==> src/rtl/sadc_cfg.svh <==
`ifndef SADC_CFG_SVH
`define SADC_CFG_SVH

// register byte offsets
`define SADC_OFF_CTRL      8'h00
`define SADC_OFF_CFG       8'h04
`define SADC_OFF_RES_HI    8'h08
`define SADC_OFF_RES_LO    8'h0C
`define SADC_OFF_STATUS    8'h10
`define SADC_OFF_ANMASK    8'h14
`define SADC_OFF_PORT      8'h18

// control register fields
`define SADC_CTRL_CLKSEL_HI 7
`define SADC_CTRL_CLKSEL_LO 6
`define SADC_CTRL_CHAN_HI   5
`define SADC_CTRL_CHAN_LO   3
`define SADC_CTRL_GO        2
`define SADC_CTRL_ON        0

// configuration and status fields
`define SADC_CFG_FMT        7
`define SADC_STAT_DONE      0
`define SADC_STAT_PWR       1
`define SADC_STAT_BUSY      2

// reset values
`define SADC_CTRL_RST      8'h00
`define SADC_CFG_RST       8'h00
`define SADC_ANMASK_RST    8'h00

// clock select codes and dividers in oscillator periods
`define SADC_CLKSEL_DIV2   2'h0
`define SADC_CLKSEL_DIV8   2'h1
`define SADC_CLKSEL_DIV32  2'h2
`define SADC_CLKSEL_RC     2'h3
`define SADC_DIV2          6'h02
`define SADC_DIV8          6'h08
`define SADC_DIV32         6'h20

// timing counts
`define SADC_TCY_CLKS      3'h4
`define SADC_FIRST_STEP    4'h2
`define SADC_LAST_STEP     4'hB
`define SADC_SETTLE_TADS   2'h2

// bus answers
`define SADC_RESP_OKAY     2'h0
`define SADC_RESP_SLVERR   2'h2

`endif

==> src/rtl/sadc_pkg.sv <==
package sadc_pkg;

  typedef enum logic [1:0] {
    SQ_IDLE,
    SQ_FIRST,
    SQ_CONV,
    SQ_SETTLE
  } sadc_phase_t;

  typedef struct packed {
    logic        awvalid;
    logic [7:0]  awaddr;
    logic        wvalid;
    logic [31:0] wdata;
    logic [3:0]  wstrb;
    logic        bready;
    logic        arvalid;
    logic [7:0]  araddr;
    logic        rready;
  } sadc_axi_req_t;

  typedef struct packed {
    logic        awready;
    logic        wready;
    logic        bvalid;
    logic [1:0]  bresp;
    logic        arready;
    logic        rvalid;
    logic [31:0] rdata;
    logic [1:0]  rresp;
  } sadc_axi_rsp_t;

  typedef struct packed {
    logic [9:0] trial;
    logic       hold_connect;
    logic [2:0] channel;
    logic       powered;
  } sadc_ana_t;

endpackage : sadc_pkg

==> src/rtl/sadc_tad_gen.sv <==
`timescale 1ns/1ps
`default_nettype none
`include "sadc_cfg.svh"

module sadc_tad_gen (
  // clock and reset
  input  wire logic       clk,
  input  wire logic       nrst,
  // control
  input  wire logic       restart,
  input  wire logic [1:0] clk_sel,
  input  wire logic       rc_tick,
  // one pulse per bit conversion period
  output var  logic       tad_tick
);

  typedef struct packed {
    logic [5:0] cnt;
    logic       tick;
  } sadc_tad_state_t;

  sadc_tad_state_t st;
  sadc_tad_state_t next_st;
  logic [5:0]      div;

  always_comb begin
    unique case (clk_sel)
      `SADC_CLKSEL_DIV2: div = `SADC_DIV2;
      `SADC_CLKSEL_DIV8: div = `SADC_DIV8;
      `SADC_CLKSEL_DIV32: div = `SADC_DIV32;
      `SADC_CLKSEL_RC: div = `SADC_DIV2;
    endcase
  end

  always_comb begin
    next_st = st;
    next_st.tick = 1'b0;
    if (restart) begin
      next_st.cnt = 6'h01; // [RULE_07]
    end else if (clk_sel == `SADC_CLKSEL_RC) begin
      next_st.tick = rc_tick; // [RULE_02]
    end else if (st.cnt == div - 6'h01) begin
      next_st.cnt = 6'h00;
      next_st.tick = 1'b1; // [RULE_02]
    end else begin
      next_st.cnt = st.cnt + 6'h01;
    end
  end

  always_ff @(posedge clk or negedge nrst) begin
    if (!nrst) begin
      st <= '0;
    end else begin
      st <= next_st;
    end
  end

  assign tad_tick = st.tick;

endmodule : sadc_tad_gen

`default_nettype wire

==> src/rtl/sadc_seq.sv <==
// Function
// [RULE_01] conversion spans at least twelve bit periods
// [RULE_02] clock select picks /2, /8, /32 or RC
// [RULE_03] software keeps bit period at least 1.6 us
// [RULE_04] clearing go aborts, result pair kept
// [RULE_05] after abort wait two periods, then acquire
// [RULE_06] after completion hold disconnected two periods
// [RULE_07] first segment: one instruction cycle to one period
// [RULE_08] software sets go after turning converter on
// [RULE_09] result justified left or right by format bit
// [RULE_10] unused six result bits load as zero
// [RULE_11] result bytes writable while converter is off
// [RULE_12] sleep conversion only with RC clock
// [RULE_13] RC clock delays start one instruction cycle
// [RULE_14] sleep completion clears go, loads, wakes if enabled
// [RULE_15] sleep completion without interrupt powers down, on stays
// [RULE_16] sleep without RC aborts and powers down
// [RULE_17] analog-configured port pins read as zero
// [RULE_18] conversion ignores channel select and pin direction
// [RULE_19] software waits acquisition time after channel change
// [RULE_20] above 1 MHz use RC only in sleep
// [RULE_21] completion loads result, clears go, sets done flag
// [RULE_22] reset clears control, converter off, conversion aborted
// [RULE_23] bits resolved msb first, one per period
// [RULE_24] go ignored while converter is off
`timescale 1ns/1ps
`default_nettype none
`include "sadc_cfg.svh"

module sadc_seq (
  // clock and reset
  input  wire logic                   CORE_CLK,
  input  wire logic                   NRST,
  // register bus
  input  wire sadc_pkg::sadc_axi_req_t AXI_REQ,
  output var  sadc_pkg::sadc_axi_rsp_t AXI_RSP,
  // system context
  input  wire logic                   SLEEP,
  input  wire logic                   INT_ENABLE,
  input  wire logic                   RC_TICK,
  input  wire logic [7:0]             PORT_PINS,
  // analog front end
  input  wire logic                   COMP_HIGH,
  output var  sadc_pkg::sadc_ana_t    ANA,
  // events
  output var  logic                   DONE_FLAG,
  output var  logic                   WAKE
);
  import sadc_pkg::*;

  typedef struct packed {
    sadc_axi_rsp_t rsp;
    logic          aw_full;
    logic [7:0]    aw_addr;
    logic          w_full;
    logic [7:0]    w_data;
    logic          w_strb;
    logic [1:0]    clk_sel;
    logic [2:0]    chan;
    logic          go;
    logic          on;
    logic          fmt;
    logic [7:0]    anmask;
    logic [7:0]    res_hi;
    logic [7:0]    res_lo;
    logic          done;
    logic          pdown;
    sadc_phase_t   phase;
    logic [2:0]    tcy_cnt;
    logic [3:0]    step;
    logic [1:0]    settle_cnt;
    logic [9:0]    sar;
    sadc_ana_t     ana;
    logic          wake;
  } sadc_seq_state_t;

  sadc_seq_state_t st;
  sadc_seq_state_t next_st;

  logic        tad_tick;
  logic        restart;
  logic        do_write;
  logic        wr_ctrl;
  logic        done_set;
  logic        done_clr;
  logic [9:0]  final_val;
  logic [15:0] justified;
  logic [3:0]  bit_idx;
  logic [31:0] rd_data;
  logic        rd_err;

  ////////////////////////////////////////////////////////////////////////
  // bit period source

  sadc_tad_gen u_tad (
    .clk      (CORE_CLK),
    .nrst     (NRST),
    .restart  (restart),
    .clk_sel  (st.clk_sel),
    .rc_tick  (RC_TICK),
    .tad_tick (tad_tick)
  );

  ////////////////////////////////////////////////////////////////////////
  // read mux

  always_comb begin
    rd_data = 32'h00000000;
    rd_err = 1'b0;
    unique case (AXI_REQ.araddr)
      `SADC_OFF_CTRL: begin
        rd_data[`SADC_CTRL_CLKSEL_HI:`SADC_CTRL_CLKSEL_LO] = st.clk_sel;
        rd_data[`SADC_CTRL_CHAN_HI:`SADC_CTRL_CHAN_LO] = st.chan;
        rd_data[`SADC_CTRL_GO] = st.go;
        rd_data[`SADC_CTRL_ON] = st.on; // [RULE_15] [RULE_16]
      end
      `SADC_OFF_CFG: rd_data[`SADC_CFG_FMT] = st.fmt;
      `SADC_OFF_RES_HI: rd_data[7:0] = st.res_hi;
      `SADC_OFF_RES_LO: rd_data[7:0] = st.res_lo;
      `SADC_OFF_STATUS: begin
        rd_data[`SADC_STAT_DONE] = st.done;
        rd_data[`SADC_STAT_PWR] = st.ana.powered;
        rd_data[`SADC_STAT_BUSY] = (st.phase != SQ_IDLE);
      end
      `SADC_OFF_ANMASK: rd_data[7:0] = st.anmask;
      `SADC_OFF_PORT: rd_data[7:0] = PORT_PINS & ~st.anmask; // [RULE_17]
      default: rd_err = 1'b1;
    endcase
  end

  ////////////////////////////////////////////////////////////////////////
  // result shaping

  always_comb begin
    final_val = COMP_HIGH ? st.ana.trial : st.sar;
    // format bit set gives right justification
    if (st.fmt) begin
      justified = {6'h00, final_val}; // [RULE_09] [RULE_10]
    end else begin
      justified = {final_val, 6'h00}; // [RULE_09] [RULE_10]
    end
  end

  assign bit_idx = `SADC_LAST_STEP - next_st.step;

  ////////////////////////////////////////////////////////////////////////
  // next state

  always_comb begin
    next_st = st;
    next_st.wake = 1'b0;
    restart = 1'b0;
    done_set = 1'b0;
    done_clr = 1'b0;
    do_write = st.aw_full && st.w_full && !st.rsp.bvalid;
    wr_ctrl = do_write && st.w_strb && (st.aw_addr == `SADC_OFF_CTRL);

    // bus: address and data are taken independently
    if (AXI_REQ.awvalid && st.rsp.awready) begin
      next_st.aw_full = 1'b1;
      next_st.aw_addr = AXI_REQ.awaddr;
      next_st.rsp.awready = 1'b0;
    end
    if (AXI_REQ.wvalid && st.rsp.wready) begin
      next_st.w_full = 1'b1;
      next_st.w_data = AXI_REQ.wdata[7:0];
      next_st.w_strb = AXI_REQ.wstrb[0];
      next_st.rsp.wready = 1'b0;
    end
    if (st.rsp.bvalid && AXI_REQ.bready) begin
      next_st.rsp.bvalid = 1'b0;
      next_st.rsp.awready = 1'b1;
      next_st.rsp.wready = 1'b1;
    end
    if (AXI_REQ.arvalid && st.rsp.arready) begin
      next_st.rsp.arready = 1'b0;
      next_st.rsp.rvalid = 1'b1;
      next_st.rsp.rdata = rd_data;
      next_st.rsp.rresp = rd_err ? `SADC_RESP_SLVERR : `SADC_RESP_OKAY;
    end
    if (st.rsp.rvalid && AXI_REQ.rready) begin
      next_st.rsp.rvalid = 1'b0;
      next_st.rsp.arready = 1'b1;
    end

    // conversion sequence
    unique case (st.phase)
      SQ_IDLE: begin
        next_st.step = 4'h0;
      end
      SQ_FIRST: begin
        // at least one instruction cycle, ends at the next bit period
        if (st.tcy_cnt != `SADC_TCY_CLKS) begin
          next_st.tcy_cnt = st.tcy_cnt + 3'h1; // [RULE_07] [RULE_13]
        end else if (tad_tick) begin
          next_st.phase = SQ_CONV; // [RULE_07]
          next_st.step = 4'h0;
          next_st.sar = 10'h000;
        end
      end
      SQ_CONV: begin
        if (tad_tick) begin
          // channel and pin direction play no part here
          if (st.step >= `SADC_FIRST_STEP) begin
            next_st.sar = final_val; // [RULE_23] [RULE_18]
          end
          if (st.step == `SADC_LAST_STEP) begin
            next_st.res_hi = justified[15:8]; // [RULE_21] [RULE_01]
            next_st.res_lo = justified[7:0]; // [RULE_21]
            next_st.go = 1'b0; // [RULE_21] [RULE_14]
            done_set = 1'b1; // [RULE_21]
            next_st.phase = SQ_SETTLE; // [RULE_06]
            next_st.settle_cnt = 2'h0;
            if (SLEEP && INT_ENABLE) begin
              next_st.wake = 1'b1; // [RULE_14]
            end else if (SLEEP) begin
              next_st.pdown = 1'b1; // [RULE_15]
            end
          end else begin
            next_st.step = st.step + 4'h1; // [RULE_23]
          end
        end
      end
      SQ_SETTLE: begin
        if (tad_tick) begin
          if (st.settle_cnt == `SADC_SETTLE_TADS - 2'h1) begin
            next_st.phase = SQ_IDLE; // [RULE_05] [RULE_06]
          end else begin
            next_st.settle_cnt = st.settle_cnt + 2'h1;
          end
        end
      end
    endcase

    // register writes other than the done clear take priority over the sequence
    if (do_write) begin
      next_st.aw_full = 1'b0;
      next_st.w_full = 1'b0;
      next_st.rsp.bvalid = 1'b1;
      next_st.rsp.bresp = `SADC_RESP_OKAY;
      if (st.w_strb) begin
        unique case (st.aw_addr)
          `SADC_OFF_CTRL: begin
            next_st.clk_sel = st.w_data[`SADC_CTRL_CLKSEL_HI:`SADC_CTRL_CLKSEL_LO];
            next_st.chan = st.w_data[`SADC_CTRL_CHAN_HI:`SADC_CTRL_CHAN_LO];
            next_st.on = st.w_data[`SADC_CTRL_ON];
          end
          `SADC_OFF_CFG: next_st.fmt = st.w_data[`SADC_CFG_FMT];
          `SADC_OFF_RES_HI: begin
            if (!st.on) begin
              next_st.res_hi = st.w_data; // [RULE_11]
            end
          end
          `SADC_OFF_RES_LO: begin
            if (!st.on) begin
              next_st.res_lo = st.w_data; // [RULE_11]
            end
          end
          `SADC_OFF_STATUS: done_clr = st.w_data[`SADC_STAT_DONE];
          `SADC_OFF_ANMASK: next_st.anmask = st.w_data;
          default: next_st.rsp.bresp = `SADC_RESP_SLVERR;
        endcase
      end else if (!((st.aw_addr == `SADC_OFF_CTRL) || (st.aw_addr == `SADC_OFF_CFG)
                 || (st.aw_addr == `SADC_OFF_RES_HI) || (st.aw_addr == `SADC_OFF_RES_LO)
                 || (st.aw_addr == `SADC_OFF_STATUS) || (st.aw_addr == `SADC_OFF_ANMASK)
                 || (st.aw_addr == `SADC_OFF_PORT))) begin
        next_st.rsp.bresp = `SADC_RESP_SLVERR;
      end
    end

    if (wr_ctrl) begin
      // start uses the old on bit, so on and go in one write only turns the converter on
      if (st.w_data[`SADC_CTRL_GO] && st.on && st.w_data[`SADC_CTRL_ON]
          && (st.phase == SQ_IDLE) && !st.go && !st.pdown
          && !(SLEEP && (st.w_data[`SADC_CTRL_CLKSEL_HI:`SADC_CTRL_CLKSEL_LO]
                         != `SADC_CLKSEL_RC))) begin
        next_st.go = 1'b1; // [RULE_24] [RULE_12]
        next_st.phase = SQ_FIRST; // [RULE_07]
        next_st.tcy_cnt = 3'h0; // [RULE_13]
        restart = 1'b1;
      end else if (!st.w_data[`SADC_CTRL_GO] && st.go) begin
        next_st.go = 1'b0; // [RULE_04]
        next_st.res_hi = st.res_hi; // [RULE_04]
        next_st.res_lo = st.res_lo; // [RULE_04]
        done_set = 1'b0; // [RULE_04]
        next_st.wake = 1'b0;
        next_st.phase = SQ_SETTLE; // [RULE_05]
        next_st.settle_cnt = 2'h0;
        restart = 1'b1;
      end
      if (!st.w_data[`SADC_CTRL_ON]) begin
        next_st.go = 1'b0;
        next_st.phase = SQ_IDLE;
      end
    end

    // sleep with a non-RC clock aborts and powers down, on bit kept
    if (SLEEP && st.on && (next_st.clk_sel != `SADC_CLKSEL_RC)) begin
      next_st.pdown = 1'b1; // [RULE_16] [RULE_12]
      if (next_st.go) begin
        next_st.go = 1'b0; // [RULE_16]
        next_st.phase = SQ_IDLE;
        done_set = 1'b0;
        next_st.res_hi = st.res_hi;
        next_st.res_lo = st.res_lo;
      end
    end else if (!SLEEP) begin
      next_st.pdown = 1'b0;
    end

    // a completion in the clearing cycle still sets the flag
    next_st.done = (st.done && !done_clr) || done_set;

    // analog side outputs, all registered
    next_st.ana.channel = next_st.chan;
    next_st.ana.powered = next_st.on && !next_st.pdown;
    next_st.ana.hold_connect = next_st.ana.powered && (next_st.phase == SQ_IDLE); // [RULE_06]
    if ((next_st.phase == SQ_CONV) && (next_st.step >= `SADC_FIRST_STEP)) begin
      next_st.ana.trial = next_st.sar | (10'h001 << bit_idx); // [RULE_23]
    end else begin
      next_st.ana.trial = 10'h000;
    end
  end

  ////////////////////////////////////////////////////////////////////////
  // state register

  always_ff @(posedge CORE_CLK or negedge NRST) begin
    if (!NRST) begin
      st <= '0; // [RULE_22]
      st.rsp.awready <= 1'b1;
      st.rsp.wready <= 1'b1;
      st.rsp.arready <= 1'b1;
      st.clk_sel <= 2'(`SADC_CTRL_RST >> `SADC_CTRL_CLKSEL_LO);
      st.fmt <= 1'(`SADC_CFG_RST >> `SADC_CFG_FMT);
      st.anmask <= `SADC_ANMASK_RST;
      st.phase <= SQ_IDLE; // [RULE_22]
    end else begin
      st <= next_st;
    end
  end

  assign AXI_RSP = st.rsp;
  assign ANA = st.ana;
  assign DONE_FLAG = st.done;
  assign WAKE = st.wake;

endmodule : sadc_seq

`default_nettype wire

==> config.mk <==
export PLATFORM = sky130hd
export DESIGN_NAME = sadc_seq
export DESIGN_NICKNAME = d
export VERILOG_FILES = /design/src/rtl/sadc_pkg.sv /design/src/rtl/sadc_tad_gen.sv /design/src/rtl/sadc_seq.sv
export VERILOG_INCLUDE_DIRS = /design/src /design/src/rtl
export SDC_FILE = /design/constraint.sdc
export NUM_CORES = 1
export LEC_CHECK = 0
export BUFFER_PORTS_ARGS = -buffer_cell sky130_fd_sc_hd__buf_2
export CORE_UTILIZATION = 50
export CTS_BUF_LIST = sky130_fd_sc_hd__clkbuf_8
export DETAILED_ROUTE_END_ITERATION = 16
export MAX_ROUTING_LAYER = met4
export PLACE_DENSITY = 0.74
export SLEW_MARGIN = 20
export SYNTH_ARGS = -nofsm -noshare
export SYNTH_HDL_FRONTEND = slang
export SYNTH_SLANG_ARGS = --single-unit
==> constraint.sdc <==
create_clock -name CORE_CLK -period 2.5 [get_ports CORE_CLK]
set_input_delay 0.5 -clock CORE_CLK [delete_from_list [all_inputs] [get_ports CORE_CLK]]
set_output_delay 0.5 -clock CORE_CLK [all_outputs]
set_load 0.005 [all_outputs]
==> summary.md, run 1 <==
| Metric | Value |
|---|---|
| CTS hold repair buffers | 0 |
| Cell internal pwr | 3.14 mW |
| Fin nets | 768 |
| CP startpoint kind | flip-flop |
| Die area | 0.0130 sq mm |
| Worst slew margin | 57.7% |
| Critical Path AT | around 2700 ps |
| Htree depth | 3 |
| Initial antenna violation count | 0 |
| Total Power | 4.83 mW |
| Clock slew at reported path FFs | 110 ps |
| Avg Cell Area, Syn | between 9 and 10 sq um |
| DR DRC count | 0 |
| DR WL/cell | 16.8 um |
| Post-CTS Resized | 0 |
| Pwr dens | 713 mW/mm^2 |
| Commonest cells after routing, fill and taps aside | dfrtp_1, buf_2, nand2_1 |
| Pre-CTS setup slack | 132 ps |
| Num CTS Buffers | 9 |
| Cells after synthesis | 633 |
| I/O pins | between 100 and 150 |
| CTS tree | yes |
| Yosys warns | 0 |
| Setup Crit Path Kind | reg2reg |
| Maximum clock path buffer count | 2 |
| Number of flops mapped to enable cells by yosys | 0 |
| Hold Slack | 90.2 ps |
| Final std cells w/o fill | about 860 |
| GP Congestion | 0.925 |
| CP Capture Type | flip-flop |
| # rows | 40 |
| Vias in the first global route | 4702 |
| Most common cell after layout, fill and taps aside | dfrtp_1 |
| Final Max Tran Viols | 0 |
| Leakage | 3.11 nW |
| Post-route clock period utilization | a little over nine tenths |
| Synth Register Bits | between 100 and 150 |
| Hold Crit Class | in2async |
| Slowest CP cell | nor4_1 |
| Port Buffer Count | 75 |
| Worst-path fanout max | 10 |
| Grt total ovfl | 0 |
| Worst-path cell chain | inv_1, ha_1, nor4_1, o31ai_1, nand3_1, a22o_1, a21oi_1, nor2_1 |
| CTS root buffer | clkbuf_8 |
| Post-Syn Area | 0.00629 sq mm |
| Maximum vdd drop | 562 uV |
| Largest net degree at the start of global routing | between 40 and 50 |
| Via density | 5.69 |
| HPWL reported at the end of detailed placement | ~11000 um |
| Clk sink count | 109 |
| Post-Route WL | 14400 um |
| Vias | 4869 |
| Initial core utilization | 51.9% |
| Critical path buffers and inverters | 1 |
| CP peak stage delay | 550 ps |
| Detailed-router iteration count before antenna repair | 6 |
| Switch share | 35.0% |
| Crit path required time | about 2800 ps |
| F_max | 419 MHz |
| Ys async rst share | 100% |
| GR Util All Layers | 24.3% |
| Final ANT Viol Nets | 0 |
| Area Overhead vs Synth | 7.88% |
| First-pass GRT wire length | 23800 um |
| Max Cap Violations | 0 |
| Final hold vios | 0 |
| Die height | 114 um |
| Die Span X | approximately 110 um |
| Number of post-CTS setup repair buffers | 0 |
| Max Clock Skew | 11.9 ps |
| Setup violations, final | 0 |
| Worst-Margin Slew | 632 ps |
| Switch Pwr | about 1.7 mW |
| Setup WS post-layout | roughly 120 ps |
| Outcome | complete, no violations |
| Diode count | 0 |
| Placed Instances | 840 |
| Seq/Total Area, Yosys | between 40% and 50% |
| Seq pwr share | 55.9% |
| Post-synth cell types | 76 |
| Drt initial violations | 433 |
| Clk network pwr share | 21.0% |
| Core Area | roughly 0.012 sq mm |
| Primary FF master, synth | dfrtp_1 |
| Share of cells above drive strength 1 | 26.2% |
| Post-layout util | 56.0% |
| Worst-Skew Late Latency | 400 ps |
| Comb power frac | 23.0% |
| Delay-heaviest family, CP | simple AND/OR/NAND/NOR gates |
| Fin crit period | 2380 ps |
## worst register-to-register path, stage by stage (launching register included)
cell and delay, ps:
dfrtp_1 460, inv_1 160, ha_1 230, nor4_1 550
o31ai_1 120, nand3_1 390, a22o_1 240, a21oi_1 50
nor2_1 120
## area by class of cell
type                       count  area, sq um
clock inverter                 7         57.6
multi-input combinational    446         3040
clock buffer                   9          124
timing repair buffer          93          526
fill                        1098         5330
tap                          168          210
inverter                      24         90.1
sequential                   109         2730
## power by group through the flow
stage	clock, mW	sequential, mW	combinational, mW
floorplan	0	2.53	0.920
global placement	0	2.70	1.06
finish	1.02	2.70	1.11
detailed placement	0	2.72	1.11
CTS	1.05	2.69	1.11
global route	1.12	2.76	1.25
## state kept, by name, indices dropped and copies added, names as in the netlist
signal and cells:
st 70, WAKE 1, u_tad.tad_tick 1, ANA 15, DONE_FLAG 1, AXI_RSP 15
u_tad.st 6
## path summary, 6_finish.rpt
kind | from | cells after the start | slack, ps | to
max | st[28]$_DFF_PN0_ | 8 | 120 | ANA[12]$_DFF_PN0_
min | NRST | 1 | 90 | AXI_RSP[1]$_DFFE_PN0P_
max reg2reg | st[28]$_DFF_PN0_ | 8 | 120 | ANA[12]$_DFF_PN0_
min reg2reg | AXI_RSP[4]$_DFFE_PN0P_ | 1 | 480 | AXI_RSP[4]$_DFFE_PN0P_
max in group asynchronous | NRST | 2 | 1680 | ANA[7]$_DFF_PN0_
min in group CORE_CLK | AXI_REQ[9] | 2 | 250 | AXI_RSP[35]$_DFFE_PN1P_
## cells in the mapped netlist (all sizes together), types with 2 or more instances
| cell | instances | share of area [%] |
|---|---|---|
| o21ai | 38 | 3.0 |
| nor4 | 7 | 1.3 |
| o21a | 3 | 0.38 |
| nand3 | 15 | 1.3 |
| a31oi | 7 | 0.70 |
| ha | 14 | 2.8 |
| nor3 | 7 | 0.56 |
| mux4 | 5 | 1.8 |
| xnor2 | 5 | 0.70 |
| nand4 | 3 | 0.64 |
| and4b | 3 | 0.48 |
| o31ai | 2 | 0.46 |
| nand2 | 62 | 3.7 |
| nor4b | 3 | 0.62 |
| nor2b | 6 | 0.60 |
| dfrtp | 106 | 42 |
| or3b | 2 | 0.28 |
| mux2i | 11 | 1.8 |
| or2 | 2 | 0.20 |
| a22o | 10 | 1.4 |
| o22ai | 3 | 0.30 |
| nand2b | 6 | 0.60 |
| and2 | 6 | 0.60 |
| and3 | 3 | 0.30 |
| a32o | 5 | 0.80 |
| dfstp | 3 | 1.3 |
| nand3b | 3 | 0.36 |
| buf | 69 | 7.9 |
| a21o | 4 | 0.48 |
| nor2 | 52 | 3.1 |
| mux2 | 39 | 7.0 |
| clkbuf | 10 | 0.62 |
| a21oi | 57 | 4.8 |
| o211ai | 8 | 0.96 |
| a32oi | 5 | 0.70 |
| inv | 24 | 1.4 |
| nor3b | 4 | 0.48 |
| a2111oi | 2 | 0.38 |
## kinds of logic (layout without fill, tap and decap cells)
group,Yosys count,in the layout,synth area share [%]
fa+ha+maj,14,14,2.79
xor+xnor,6,6,0.836
buf+inv,103,133,9.95
other cells,1,26,0.0597
mux,55,55,10.5
compound gates,155,155,16.3
flops,109,109,43.5
simple gates,190,190,16.1
## per-layer routing
layer / up-vias / wire length (um) / share of wire (%) / GRT usage, %
met1: 2370 / 6350 / 44 / 32.0
met3: 25 / 835 / 5.8 / 3.81
met5: - / 0 / 0 / -
met2: 201 / 6890 / 48 / 37.9
met4: 0 / 340 / 2.4 / 9.87
li1: 2273 / - / - / -
## per-stage QoR
stage | setup TNS [ps] | cell area, sq um
6_report | 0 | 6780
5_1_grt | -91.5 | 6780
4_1_cts | 0 | 6760
3_5_place_dp | 0 | 6580
3_3_place_gp | 0 | 6580
2_1_floorplan | 0 | 6380
No activity file was read; power rests on OpenSTA's default activity.
==> run 2: changes to the inputs <==
CORE_UTILIZATION = 57   (was 50)
GPL_ROUTABILITY_DRIVEN = 0   (was unset)
PLACE_DENSITY = 0.83   (was 0.74)
==> run 2 against run 1 <==
Effect of this change:
- fmax up 1.7%
- critical path depth up 2
- sequential cell count unchanged
- setup slack better by 40 ps
- total power up 0.94%
- global-route usage up 2.5 points
- highest routed layer unchanged
- clock power about the same
- utilization up 8.3 points
- via count up 4.5%
- register-to-register slack better by 40 ps
- die area down 12%
- non-clock buffer count up 1
==> summary.md, run 2 (synthesis results as in run 1) <==
| Metric | Value |
|---|---|
| Outcome | complete, no violations |
| Critical path buffers and inverters | 1 (unchanged) |
| Diode count | 0 (unchanged) |
| Maximum clock path buffer count | 2 (unchanged) |
| Final setup TNS | 0 ps (unchanged) |
| Max reg flops | 70 (unchanged) |
| Most common cell after layout, fill and taps aside | dfrtp_1 |
| Clock slew at reported path FFs | 100 ps (about the same) |
| Fill cells | 820 (-25%) |
| Die height | 107 um (-6.2%) |
| Area Overhead vs Synth | 7.56% |
| Fin crit period | 2340 ps (-40.4 ps) |
| Slowest CP cell | dfrtp_1 |
| CP Capture Type | flip-flop |
| DR WL/cell | 17.4 um (+3.5%) |
| Die area | 0.0115 sq mm (-12%) |
| Die Span X | 107 um (-6.2%) |
| Worst-path cell chain | inv_1, ha_1, nand3_1, a21oi_1, nand2b_1, o21a_1, ha_1, nor3_1, a21oi_1, nor2_1 |
| Worst-Skew Late Latency | 390 ps (about the same) |
| Max Cap Violations | 0 (unchanged) |
| Final hold vios | 0 (unchanged) |
| GR Util All Layers | 26.8% (+2.5 points) |
| Post-route clock period utilization | 93.8% (-1.6 points) |
| Fin nets | 769 (+0.13%) |
| Reg with most FFs | st |
| Delay-heaviest family, CP | simple AND/OR/NAND/NOR gates |
| CP startpoint kind | flip-flop |
| Final ANT Viol Nets | 0 (unchanged) |
| First-pass GRT wire length | 23400 um (-1.7%) |
| Leakage | 3.13 nW (+0.66%) |
| Worst-path fanout max | 4 (-6) |
| HPWL reported at the end of detailed placement | 10700 um (+1.1%) |
| Core Area | 0.0105 sq mm (-13%) |
| Post-Route WL | 14400 um (-0.24%) |
| Maximum vdd drop | 566 uV (+0.60%) |
| Initial antenna violation count | 0 (unchanged) |
| Detailed-router iteration count before antenna repair | 5 (-1) |
| Final std cells w/o fill | 825 (-3.6%) |
| Initial core utilization | 59.8% (+7.9 points) |
| Crit path required time | 2800 ps (-30 ps) |
| Setup violations, final | 0 (unchanged) |
| Htree depth | 3 (unchanged) |
| Via density | 6.17 (+8.4%) |
| Num CTS Buffers | 9 (unchanged) |
| CTS tree | yes |
| F_max | 427 MHz (+1.7%) |
| CTS root buffer | clkbuf_8 |
| Grt total ovfl | 0 (unchanged) |
| Setup Crit Path Kind | reg2reg |
| Vias | 5087 (+4.5%) |
| DR DRC count | 0 (unchanged) |
| Critical Path AT | 2650 ps (-60 ps) |
| Pwr dens | 722 mW/mm^2 (+1.2%) |
| I/O pins | 129 (unchanged) |
| Drt initial violations | 448 (+3.5%) |
| RSZ-0062 raised after global routing | yes |
| Largest net degree at the start of global routing | 44 (-2.2%) |
| Worst slew margin | 59.2% (+1.5 points) |
| CP peak stage delay | 390 ps (-160 ps) |
| Worst-Margin Slew | 610 ps (-22.4 ps) |
| Clk sink count | 109 (unchanged) |
| Max Clock Skew | 19.3 ps (+7.40 ps) |
| Placed Instances | 809 (-3.7%) |
| Hold Crit Class | in2async |
| Share of cells above drive strength 1 | 26.3% (+0.11 points) |
| # rows | 37 (-7.5%) |
| Port Buffer Count | 75 (unchanged) |
| Final Max Tran Viols | 0 (unchanged) |
| Vias in the first global route | 4786 (+1.8%) |
| Commonest cells after routing, fill and taps aside | dfrtp_1, buf_2, nand2_1 |
## run 2: cell count changes in the layout (fill, tap and decap cells not counted), sizes merged
cell	previous run	this run
clkinv	2	1
buf	93	94
clkinvlp	2	1
inv	27	29
## run 2: per-layer routing
metal	track usage (%)	wire [um]	up-vias
li1	-	-	2282
met1	35.0	6070	2481
met2	42.8	6900	279
met3	3.59	1070	45
met4	10.2	354	0
met5	-	0	-
## run 2: area by class of cell
cell class	count	area, sq um	share of cell area (%)
sequential	109	2730	40.4
clock inverter	7	57.6	0.851
timing repair buffer	94	533	7.88
tap	136	170	2.52
inverter	24	90.1	1.33
multi-input combinational	446	3060	45.2
clock buffer	9	124	1.83
## run 2: worst register-to-register path, delay by kind of cell (launching register included)
kind / cells / cell delay, ps
AO/OA/AOI/OAI: 3 / 570
AND/OR/NAND/NOR: 4 / 760
buffers and inverters: 1 / 90
adder cells (fa/ha/maj): 2 / 460
flip-flops: 1 / 390
## run 2: final timing paths
path | from | to | slack, ps | cells after the start
max | st[32]$_DFF_PN0_ | ANA[13]$_DFF_PN0_ | 160 | 10
min | NRST | u_tad.st[4]$_DFFE_PN0P_ | 110 | 1
max reg2reg | st[32]$_DFF_PN0_ | ANA[13]$_DFF_PN0_ | 160 | 10
min reg2reg | AXI_RSP[2]$_DFFE_PN0P_ | AXI_RSP[2]$_DFFE_PN0P_ | 490 | 1
max in group asynchronous | NRST | AXI_RSP[40]$_DFFE_PN1P_ | 1700 | 2
min in group CORE_CLK | AXI_REQ[9] | AXI_RSP[35]$_DFFE_PN1P_ | 270 | 2
## run 2: power breakdown
| group | switching [mW] | internal [mW] |
|---|---|---|
| Combinational | 0.586 | 0.564 |
| Sequential | 0.499 | 2.21 |
| Clock | 0.643 | 0.379 |
## run 2: metrics by stage
stage	hold WS, ps	area, sq um	utilization [%]	power [mW]	setup WS, ps
CTS	122	6730	64.0	4.86	15.1
global route	144	6760	64.3	5.12	-14.3
finish	110	6760	64.3	4.88	156
floorplan	204	6380	-	3.45	370
global placement	457	6550	62.3	3.76	159
detailed placement	466	6550	62.3	3.85	21.5
## run 2: repair_timing
action,4_1_cts,5_1_grt
buffers inserted,0,0
setup endpoints to repair,0,11
resized for setup,0,6
hold buffers,0,0
